### config.mk
export PLATFORM = sky130hd
export DESIGN_NAME = hcr_register_set
export DESIGN_NICKNAME = d
export VERILOG_FILES = /design/src/common/hcr_pkg.sv /design/src/logic/hcr_register_set.sv
export VERILOG_INCLUDE_DIRS = /design/src /design/src/common
export SDC_FILE = /design/constraint.sdc
export NUM_CORES = 2
export LEC_CHECK = 0
export ABC_AREA = 1
export BUFFER_PORTS_ARGS = -buffer_cell sky130_fd_sc_hd__buf_2
export CAP_MARGIN = 10
export CORE_MARGIN = 10
export CORE_UTILIZATION = 50
export CTS_CLUSTER_SIZE = 16
export DETAILED_ROUTE_END_ITERATION = 6
export PLACE_DENSITY = 0.69
export RECOVER_POWER = 25
export REMOVE_ABC_BUFFERS = 1
export SETUP_SLACK_MARGIN = 0.4
export SLEW_MARGIN = 20
export SYNTH_ARGS = -nofsm -noshare
export SYNTH_HDL_FRONTEND = slang
export SYNTH_SLANG_ARGS = --single-unit
### constraint.sdc
create_clock -name core_clk_in -period 2.04 [get_ports core_clk_in]
set_input_delay 0 -clock core_clk_in [delete_from_list [all_inputs] [get_ports core_clk_in]]
set_output_delay 0 -clock core_clk_in [all_outputs]
set_load 0.01 [all_outputs]
### src/common/hcr_cfg.svh
// Offsets, reset values and select codes of the hub configuration register set
`ifndef HCR_CFG_SVH
`define HCR_CFG_SVH

`define HCR_ADDR_W 8
`define HCR_DATA_W 8
`define HCR_OFS_VENDOR_LOW 8'h00
`define HCR_OFS_VENDOR_HIGH 8'h01
`define HCR_OFS_PRODUCT_LOW 8'h02
`define HCR_OFS_PRODUCT_HIGH 8'h03
`define HCR_OFS_RELEASE_LOW 8'h04
`define HCR_OFS_RELEASE_HIGH 8'h05
`define HCR_OFS_CFG_ONE 8'h06
`define HCR_OFS_CFG_TWO 8'h07
`define HCR_OFS_CFG_THREE 8'h08
`define HCR_OFS_FIXED_PORTS 8'h09
`define HCR_OFS_OFF_SELF 8'h0a
`define HCR_OFS_OFF_BUS 8'h0b
`define HCR_OFS_BUDGET_SELF 8'h0c
`define HCR_OFS_BUDGET_BUS 8'h0d
`define HCR_OFS_CURR_SELF 8'h0e
`define HCR_OFS_CURR_BUS 8'h0f
`define HCR_OFS_POWER_DELAY 8'h10
`define HCR_OFS_LANG_HIGH 8'h11
`define HCR_OFS_LANG_LOW 8'h12
`define HCR_OFS_MAKER_LEN 8'h13
`define HCR_OFS_PRODUCT_LEN 8'h14
`define HCR_OFS_SERIAL_LEN 8'h15
`define HCR_OFS_MAKER_TEXT 8'h16
`define HCR_OFS_PRODUCT_TEXT 8'h54
`define HCR_OFS_SERIAL_TEXT 8'h92
`define HCR_OFS_SERIAL_END 8'hcf
`define HCR_OFS_CHARGE 8'hd0
`define HCR_OFS_RSVD_E0 8'he0
`define HCR_OFS_RSVD_F5 8'hf5
`define HCR_OFS_BOOST_UP 8'hf6
`define HCR_OFS_RSVD_F7 8'hf7
`define HCR_OFS_BOOST_DOWN 8'hf8
`define HCR_OFS_RSVD_F9 8'hf9
`define HCR_OFS_SWAP 8'hfa
`define HCR_OFS_MAP_ONE_TWO 8'hfb
`define HCR_OFS_MAP_THREE_FOUR 8'hfc
`define HCR_OFS_RSVD_FD 8'hfd
`define HCR_OFS_RSVD_FE 8'hfe
`define HCR_OFS_COMMAND 8'hff

`define HCR_RST_ZERO 8'h00
`define HCR_RST_CFG_ONE 8'h9b
`define HCR_RST_CFG_TWO 8'h20
`define HCR_RST_CFG_THREE 8'h02
`define HCR_RST_BUDGET_SELF 8'h01
`define HCR_RST_BUDGET_BUS 8'h32
`define HCR_RST_CURR_SELF 8'h01
`define HCR_RST_CURR_BUS 8'h32
`define HCR_RST_POWER_DELAY 8'h32

`define HCR_SEL_DEFAULT 2'h0
`define HCR_SEL_SMBUS 2'h1
`define HCR_SEL_DEFAULT_BUS 2'h2
`define HCR_SEL_EEPROM 2'h3

`define HCR_SPACE 256

`endif

### src/common/hcr_pkg.sv
// Types of the hub configuration register set
package hcr_pkg;

    typedef enum logic [1:0] {
        HCR_SRC_DEFAULT,
        HCR_SRC_SMBUS,
        HCR_SRC_DEFAULT_BUS,
        HCR_SRC_EEPROM
    } hcr_source_t;

    typedef enum logic [1:0] {
        HCR_ST_WAIT_STRAP,
        HCR_ST_LOAD,
        HCR_ST_READY
    } hcr_state_t;

    // One byte access from the configuring interface
    typedef struct packed {
        logic wr;
        logic rd;
        logic [7:0] addr;
        logic [7:0] wdata;
    } hcr_access_t;

    // Identification words and power settings for the hub core
    typedef struct packed {
        logic [15:0] vendor_id;
        logic [15:0] product_id;
        logic [15:0] release_number;
        logic [7:0] config_one;
        logic [7:0] config_two;
        logic [7:0] config_three;
        logic [7:0] fixed_ports;
        logic [7:0] off_self;
        logic [7:0] off_bus;
        logic [7:0] budget_self;
        logic [7:0] budget_bus;
        logic [7:0] current_self;
        logic [7:0] current_bus;
        logic [7:0] power_delay;
        logic [15:0] language_code;
        logic [7:0] charge_enable;
        logic [7:0] boost_up;
        logic [7:0] boost_down;
        logic [7:0] swap;
        logic [15:0] remap;
        logic [7:0] command;
    } hcr_settings_t;

endpackage

### src/logic/hcr_register_set.sv
// Byte-wide configuration register set of the hub, loaded by EEPROM or SMBus
//
// Function
// - Every register readable; writable only under SMBus or EEPROM source, the command register under SMBus only
// - EEPROM source: all registers reset to zero
// - Command register only present in SMBus mode
// - Vendor id low at 00, high at 01
// - Product id low at 02, high at 03
// - Internal defaults: 9b, 20, 02 config bytes
// - Internal defaults: controller current 01 and 32
// - Three string lengths, three zeroed string ranges
// - Charging enable register defaults to zero
// - Fixed-port flags default to zero
`timescale 1ns/100ps
`include "hcr_cfg.svh"

module hcr_register_set (
    // Clock, reset and enable
    input wire logic core_clk_in,
    input wire logic reset_n_in,
    input wire logic clk_en_in,
    // Configuration select pins
    input wire logic [1:0] cfg_select_in,
    // Byte access from the SMBus slave or EEPROM loader
    input wire hcr_pkg::hcr_access_t access_in,
    input wire logic load_done_in,
    output logic [7:0] rdata_out,
    output logic rvalid_out,
    // Configuration status and contents
    output hcr_pkg::hcr_source_t source_out,
    output logic smbus_mode_out,
    output logic eeprom_mode_out,
    output logic config_ready_out,
    output hcr_pkg::hcr_settings_t settings_out
);

    ////////////////////////////////////////////////////////////////////////////
    // Select pin synchroniser and source capture

    logic [1:0] sel_meta;
    logic [1:0] sel_sync;
    hcr_pkg::hcr_state_t state;
    hcr_pkg::hcr_source_t source;
    logic [7:0] mem [0:`HCR_SPACE-1];
    logic [7:0] command;
    logic is_smbus;
    logic load_defaults;
    logic write_hit;

    // Two-stage synchroniser on the select pins
    always_ff @(posedge core_clk_in or negedge reset_n_in) begin
        if (!reset_n_in) begin
            sel_meta <= 2'h0;
            sel_sync <= 2'h0;
        end else if (clk_en_in) begin
            sel_meta <= cfg_select_in;
            sel_sync <= sel_meta;
        end
    end

    // Strap wait for three cycles, then latch the source once
    logic [1:0] strap_wait;

    always_ff @(posedge core_clk_in or negedge reset_n_in) begin
        if (!reset_n_in) begin
            strap_wait <= 2'h0;
        end else if (clk_en_in && strap_wait != 2'h3) begin
            strap_wait <= strap_wait + 2'h1;
        end
    end

    // Configuration sequencing
    always_ff @(posedge core_clk_in or negedge reset_n_in) begin
        if (!reset_n_in) begin
            state <= hcr_pkg::HCR_ST_WAIT_STRAP;
            source <= hcr_pkg::HCR_SRC_DEFAULT;
        end else if (clk_en_in) begin
            unique case (state)
                hcr_pkg::HCR_ST_WAIT_STRAP: begin
                    if (strap_wait == 2'h3) begin
                        source <= hcr_pkg::hcr_source_t'(sel_sync);
                        if (sel_sync == `HCR_SEL_SMBUS || sel_sync == `HCR_SEL_EEPROM) begin
                            state <= hcr_pkg::HCR_ST_LOAD;
                        end else begin
                            state <= hcr_pkg::HCR_ST_READY;
                        end
                    end
                end
                hcr_pkg::HCR_ST_LOAD: begin
                    if (load_done_in) begin
                        state <= hcr_pkg::HCR_ST_READY;
                    end
                end
                hcr_pkg::HCR_ST_READY: begin
                    state <= hcr_pkg::HCR_ST_READY;
                end
            endcase
        end
    end

    assign is_smbus = (source == hcr_pkg::HCR_SRC_SMBUS);
    assign load_defaults = clk_en_in && state == hcr_pkg::HCR_ST_WAIT_STRAP
        && strap_wait == 2'h3
        && !(sel_sync == `HCR_SEL_SMBUS || sel_sync == `HCR_SEL_EEPROM);
    // External writes only while an external source owns the set
    assign write_hit = clk_en_in && access_in.wr && state != hcr_pkg::HCR_ST_WAIT_STRAP
        && (source == hcr_pkg::HCR_SRC_SMBUS || source == hcr_pkg::HCR_SRC_EEPROM);

    ////////////////////////////////////////////////////////////////////////////
    // Byte register storage

    // Default image for internal configuration
    function automatic logic [7:0] hcr_default(input logic [7:0] ofs);
        logic [7:0] val;
        val = `HCR_RST_ZERO;
        unique case (ofs)
            `HCR_OFS_CFG_ONE: val = `HCR_RST_CFG_ONE;
            `HCR_OFS_CFG_TWO: val = `HCR_RST_CFG_TWO;
            `HCR_OFS_CFG_THREE: val = `HCR_RST_CFG_THREE;
            `HCR_OFS_BUDGET_SELF: val = `HCR_RST_BUDGET_SELF;
            `HCR_OFS_BUDGET_BUS: val = `HCR_RST_BUDGET_BUS;
            `HCR_OFS_CURR_SELF: val = `HCR_RST_CURR_SELF;
            `HCR_OFS_CURR_BUS: val = `HCR_RST_CURR_BUS;
            `HCR_OFS_POWER_DELAY: val = `HCR_RST_POWER_DELAY;
            default: val = `HCR_RST_ZERO;
        endcase
        return val;
    endfunction

    // Zero at reset, defaults when internal, external bytes otherwise
    always_ff @(posedge core_clk_in or negedge reset_n_in) begin
        if (!reset_n_in) begin
            for (int i = 0; i < `HCR_SPACE; i++) begin
                mem[i] <= `HCR_RST_ZERO;
            end
        end else if (load_defaults) begin
            for (int i = 0; i < `HCR_SPACE; i++) begin
                mem[i] <= hcr_default(i[7:0]);
            end
        end else if (write_hit && access_in.addr != `HCR_OFS_COMMAND) begin
            mem[access_in.addr] <= access_in.wdata;
        end
    end

    // Command register exists only under SMBus configuration
    always_ff @(posedge core_clk_in or negedge reset_n_in) begin
        if (!reset_n_in) begin
            command <= `HCR_RST_ZERO;
        end else if (write_hit && is_smbus && access_in.addr == `HCR_OFS_COMMAND) begin
            command <= access_in.wdata;
        end
    end

    ////////////////////////////////////////////////////////////////////////////
    // Read port

    always_ff @(posedge core_clk_in or negedge reset_n_in) begin
        if (!reset_n_in) begin
            rdata_out <= 8'h00;
            rvalid_out <= 1'b0;
        end else if (clk_en_in) begin
            rvalid_out <= access_in.rd;
            if (access_in.rd) begin
                if (access_in.addr == `HCR_OFS_COMMAND) begin
                    rdata_out <= is_smbus ? command : 8'h00;
                end else begin
                    rdata_out <= mem[access_in.addr];
                end
            end
        end
    end

    ////////////////////////////////////////////////////////////////////////////
    // Settings seen by the hub core

    assign source_out = source;
    assign smbus_mode_out = is_smbus;
    assign eeprom_mode_out = (source == hcr_pkg::HCR_SRC_EEPROM);
    assign config_ready_out = (state == hcr_pkg::HCR_ST_READY);

    always_comb begin
        settings_out.vendor_id = {mem[`HCR_OFS_VENDOR_HIGH], mem[`HCR_OFS_VENDOR_LOW]};
        settings_out.product_id = {mem[`HCR_OFS_PRODUCT_HIGH],
            mem[`HCR_OFS_PRODUCT_LOW]};
        settings_out.release_number = {mem[`HCR_OFS_RELEASE_HIGH], mem[`HCR_OFS_RELEASE_LOW]};
        settings_out.config_one = mem[`HCR_OFS_CFG_ONE];
        settings_out.config_two = mem[`HCR_OFS_CFG_TWO];
        settings_out.config_three = mem[`HCR_OFS_CFG_THREE];
        settings_out.fixed_ports = mem[`HCR_OFS_FIXED_PORTS];
        settings_out.off_self = mem[`HCR_OFS_OFF_SELF];
        settings_out.off_bus = mem[`HCR_OFS_OFF_BUS];
        settings_out.budget_self = mem[`HCR_OFS_BUDGET_SELF];
        settings_out.budget_bus = mem[`HCR_OFS_BUDGET_BUS];
        settings_out.current_self = mem[`HCR_OFS_CURR_SELF];
        settings_out.current_bus = mem[`HCR_OFS_CURR_BUS];
        settings_out.power_delay = mem[`HCR_OFS_POWER_DELAY];
        settings_out.language_code = {mem[`HCR_OFS_LANG_HIGH], mem[`HCR_OFS_LANG_LOW]};
        settings_out.charge_enable = mem[`HCR_OFS_CHARGE];
        settings_out.boost_up = mem[`HCR_OFS_BOOST_UP];
        settings_out.boost_down = mem[`HCR_OFS_BOOST_DOWN];
        settings_out.swap = mem[`HCR_OFS_SWAP];
        settings_out.remap = {mem[`HCR_OFS_MAP_THREE_FOUR], mem[`HCR_OFS_MAP_ONE_TWO]};
        settings_out.command = command;
    end

endmodule

After elaboration in Yosys (flattened, before gate mapping)
Cells that the tools add are included.
W data, S select, Z words.
{"block": "word_totals", "reg_bits": 2075, "inputBits": 24}
{"block": "classes", "mux": 14, "magnitude_cmp": 2, "n_bitwise": 1, "n_eq_ne": 12, "n_reduce_logical": 20, "add_sub_neg": 1}
{"cell": "$mux W2048", "n": 2}
{"cell": "$bwmux W2048", "n": 1}
{"cell": "$bmux W8 S8", "n": 1}
{"cell": "$demux W8 S8", "n": 1}
{"cell": "$mux W8", "n": 5}
{"cell": "$logic_and A1 B1 Y1", "n": 11}
{"cell": "$ge A9 B9 Y1 const B", "n": 1}
{"cell": "$lt A9 B1 Y1 const B", "n": 1}
{"cell": "$not A8 Y9", "n": 1}
{"cell": "$eq A2 B2 Y1 const B", "n": 4}
{"cell": "$eq A8 B8 Y1 const B", "n": 1}
{"cell": "$ne A8 B8 Y1 const B", "n": 1}
{"cell": "$eq A2 B1 Y1 const B", "n": 3}
{"cell": "$mux W2", "n": 3}
{"cell": "$ne A2 B2 Y1 const B", "n": 3}
{"cell": "$pmux W2 S3", "n": 1}
{"cell": "$reduce_and A3 Y1", "n": 2}
{"cell": "$reduce_bool A2 Y1", "n": 2}
{"cell": "$add A2 B1 Y2 const B", "n": 1}
{"cell": "$logic_not A2 Y1", "n": 1}
{"cell": "$logic_or A1 B1 Y1", "n": 2}
{"cell": "$reduce_and A2 Y1", "n": 1}
{"cell": "$logic_not A1 Y1", "n": 1}

Longest topological paths before layout
{"block": "depth", "word_depth": 8, "mapped_depth": 19, "ltp_nobuf": 15}

Least setup slack after synthesis
No wires, ideal clock.
{"block": "synth_timing", "path_type": "register -> register", "startpoint": "register state[0]", "endpoint": "register mem[923] (netlist bit)", "required_time_ns": 1.906, "stages_incl_launch_ff": 14, "path_buffers": 4, "setup_time_ns": 0.134, "arrival_time_ns": 2.007, "setup_slack_ns": -0.101, "period_less_slack_ns": 2.141, "cell_sequence": "dfrtp_1 > inv_1 > ha_1 > inv_1 > nor3_1 > inv_2 > nor2_2 > inv_2 > buf_2 > nand2_1 > buf_2 > buf_4 > clkbuf_1 > o21ai_0"}
{"block": "synth_between", "elab_chain_len": 5, "elab_cells_between_ends": 10, "classes_between": "1 x mux; 9 x reduce/logical"}
{"element": "from (decl)", "line": "hcr_register_set.sv:42", "rtl": "hcr_pkg::hcr_state_t state;"}
{"element": "from (signal assigned)", "line": "hcr_register_set.sv:75", "rtl": "state <= hcr_pkg::HCR_ST_WAIT_STRAP;"}
{"element": "from (signal assigned)", "line": "hcr_register_set.sv:83", "rtl": "state <= hcr_pkg::HCR_ST_LOAD;"}
{"element": "from (signal assigned)", "line": "hcr_register_set.sv:85", "rtl": "state <= hcr_pkg::HCR_ST_READY;"}
{"element": "$logic_not A2 Y1 / $reduce_bool A2 Y1 (equally long branches)", "line": "hcr_register_set.sv:102, hcr_register_set.sv:106"}
{"element": "$logic_and A1 B1 Y1 (on tied branches)", "line": "hcr_register_set.sv:102, hcr_register_set.sv:106"}
{"element": "$logic_and A1 B1 Y1 (on tied branches)", "line": "hcr_register_set.sv:103, hcr_register_set.sv:107"}
{"element": "$logic_and A1 B1 Y1 (on tied branches)"}
{"element": "$mux W2048 / $reduce_bool A2 Y1 (equally long branches)"}
{"element": "to (signal, indexed assignment)", "line": "hcr_register_set.sv:134", "rtl": "mem[i] <= `HCR_RST_ZERO;"}
{"element": "to (signal, indexed assignment)", "line": "hcr_register_set.sv:138", "rtl": "mem[i] <= hcr_default(i[7:0]);"}
{"element": "to (signal, indexed assignment)", "line": "hcr_register_set.sv:141", "rtl": "mem[access_in.addr] <= access_in.wdata;"}
{"element": "to (decl)", "line": "hcr_register_set.sv:44", "rtl": "logic [7:0] mem [0:`HCR_SPACE-1];"}
Several ways; a longest one is shown, not always the timed one.
A chain may end at the register's enable or synchronous reset.

Worst setup path in the final report
{"block": "layout_timing", "startpoint": "register state[0]", "endpoint": "register mem[508] (netlist bit)"}
The elaborated chain is that of the path after synthesis.

==> results.txt <==
Outcome -> complete, but fails checks
Failing checks -> max-capacitance violations, max-slew violations, negative setup slack
Root Buffer -> clkbuf_16
Util after Layout -> 0.635
Post-Synthesis Cell Area -> 100000 µm²
# DRC -> 0
Final hold vios -> 0
Slew HR -> -0.0293
RSZ-0062 raised after global routing -> true
I/O Buffers -> 245
Dpl ws -> -686 ps
Final cell count without fillers -> 16909
Initial antenna violation count -> 24
Worst Path Required -> 2820 ps
Clock latency on the worst-skew pair -> 880 ps
Multi-input gate area -> 43500 µm²
Post-route ant nets -> 0
Starting Density -> 0.502
Critical path type -> reg -> reg
Post-route setup slack -> -291 ps
Die area -> 219000 µm²
Fin. max-slew vios -> 13
Reg2reg end -> mem[508]
Drt total wl -> 399000 µm
Worst reg-to-reg setup slack -> -290 ps
First-pass GRT wire length -> 590000 µm
CTS tree -> yes
Overall Global Routing Usage -> 0.346
WL per Instance -> 23.6 µm
H-Tree Level Count -> 4
Syn Area/Cell -> 7.63 µm²
WP data arrival -> 3110 ps
Min-Delay Endpoint -> command[2]
Pwr Density -> 910 nW/µm²
CTS Buffer Depth -> 3
Cts bufs inserted -> 218
CP max FO -> 8
# IOs -> 246
Number of global-route vias before repair -> 96326
Placed cells -> 16261
Slew of the pin with the lowest slew margin -> 1540 ps
CTS sink cnt -> 2075
Area Overhead vs Synth -> 26.5%
Worst VDD drop -> 0.988 mV
Core area -> 200000 µm²
Fin Hold WS -> 32.1 ps
Min-delay src -> access_in[2]
Period minus WS final -> 2330 ps
Setup-failing EPs final -> 2287
Vias -> 100452
RR Startpoint -> state[0]
Worst Skew -> 53.3 ps
Leakage -> 62.2 nW
Die H -> 468 µm
Register area share after synthesis -> 0.518
Period utilization -> 1.14
Synth unique cells -> 34
DR pass1 iterations -> 6
Fmax -> 0.429 GHz
Hold crit path type -> in -> reg
Routability Congestion -> 0.969
Setup TNS -> -380090 ps
Mapped Cells -> 13137
Post-DP HPWL -> 255000 µm
Cell row count -> 164
Fill cell count -> 16439
Ys Warns -> 0
Hold path depth -> 3
Register area -> 51900 µm²
Iter 0 DRT Violations -> 13528
Die X -> 468 µm
CP Launch Type -> flip-flop
Via density -> 5.94
MaxCap Viol Count -> 1
Register-to-Register Path Depth -> 12
Nets -> 14094
Largest net degree at the start of global routing -> 117
Synthesized flop and latch total -> 2075
Grt ovf -> 0
Layout cells sized above 1 -> 0.184
Worst setup EP type -> flip-flop
Reg clk slew, reported paths -> 70 ps
==> where the power goes <==
part           leakage (nW)  switching, mW  internal, mW  total (mW)
clock                  3.58           17.5          23.2        40.8
combinational          30.1           16.0          11.0        27.0
sequential             28.6           2.14          45.5        47.6
total                  62.2           35.7          79.7         115
==> cell families after synthesis <==
logic type	share of synthesized area
buffers and inverters	0.0677
muxes	0.000674
adders and majority gates	0.000499
and+or+nand+nor	0.276
AOI/OAI and AO/OA	0.137
DFF	0.518
xor gates and xnor gates	0.0000874
==> state kept, by name (all words and copies together), names as in the netlist <==
signal	count
rdata_out	8
command	8
state	2
settings_out	200
source_out	2
sel_sync	2
mem	1848
rvalid_out	1
strap_wait	2
sel_meta	2
==> worst max-delay path, stage by stage (launching register included) <==
cell and delay [ps]:
dfrtp_1 370, inv_2 60, ha_4 170, inv_4 70, nand3_4 100, nor3_4 180
buf_6 210, buf_16 230, buf_12 150, clkbuf_16 160, nand4_2 110, buf_6 180
o22ai_1 180
==> synthesized netlist by cell type <==
cell type / n / area share
a21oi_1: 91 / 0.0045
a21oi_2: 106 / 0.0093
a221oi_1: 1 / 0.000087
buf_1: 36 / 0.0013
buf_2: 247 / 0.012
buf_4: 214 / 0.016
buf_6: 6 / 0.00067
clkbuf_1: 554 / 0.021
clkinv_1: 1 / 0.000037
dfrtp_1: 2075 / 0.52
ha_1: 4 / 0.00050
inv_1: 414 / 0.016
inv_2: 27 / 0.0010
mux2_2: 6 / 0.00067
nand2_1: 5491 / 0.21
nand2_2: 11 / 0.00069
nand2_4: 1 / 0.00011
nand3_1: 824 / 0.041
nand3_2: 15 / 0.0015
nand3b_1: 1 / 0.000075
nand4_1: 29 / 0.0018
nand4_2: 23 / 0.0029
nor2_1: 558 / 0.021
nor2_2: 14 / 0.00087
nor2_4: 1 / 0.00011
nor3_1: 1 / 0.000050
nor3_2: 1 / 0.00010
nor4_1: 1 / 0.000062
o211ai_1: 2 / 0.00015
o21a_1: 1 / 0.000075
o21ai_0: 1936 / 0.097
o21ai_1: 98 / 0.0049
o22ai_1: 346 / 0.022
xnor2_1: 1 / 0.000087
==> layout make-up <==
type / count / area share
flip-flops and latches: 2075 / 0.409
diodes: 12 / 0.000237
inverters: 442 / 0.0134
repair inverters: 2 / 0.000316
well taps: 2656 / 0.0262
clock buffers: 315 / 0.0499
multi-input cells: 9565 / 0.343
clock inverters: 80 / 0.00699
repair buffers: 1762 / 0.151
==> worst max path at each step <==
stage                       from           end  slack [ps]
global route            state[0]      mem[508]        -350
detailed placement  access_in[9]  rdata_out[7]        -690
CTS                     mem[962]  rdata_out[2]        -200
global placement    access_in[9]  rdata_out[7]        -690
floorplan               state[0]     mem[1176]      -17690
finish                  state[0]      mem[508]        -290
==> metrics by stage <==
stage / power [mW] / instance area, µm²
global placement: 70.0 / 113000
CTS: 113 / 124000
global route: 119 / 127000
floorplan: 56.6 / 95100
detailed placement: 70.6 / 113000
finish: 115 / 127000
==> timing repair <==
item                                    in CTS  in global routing
setup buffers                               83                 35
cloned                                      60                 39
resized for setup                          486                429
endpoints found under the hold margin     3403                  0
pin swaps                                   58                 62
endpoints found under the setup margin    2071               2072
hold buffers                                24                  0
==> placed cells by master, fill, tap and decap left out, drive strengths merged, types with 23 or more instances in the layout <==
master	count
nor2	573
dlygate4sd3	23
o22ai	346
inv	451
dfrtp	2075
nand4	52
buf	1680
nand2	5505
clkbuf	359
nand3	839
a21oi	197
o21ai	2034
clkinv	56
==> layer usage <==
layer | track usage | up-vias | part of all wire
li1 | - | 44301 | -
met1 | 0.460 | 48375 | 0.38
met2 | 0.498 | 6321 | 0.42
met3 | 0.105 | 1423 | 0.13
met4 | 0.208 | 32 | 0.070
met5 | 0 | - | 0.00057
Power figures use the tool's default switching activity.
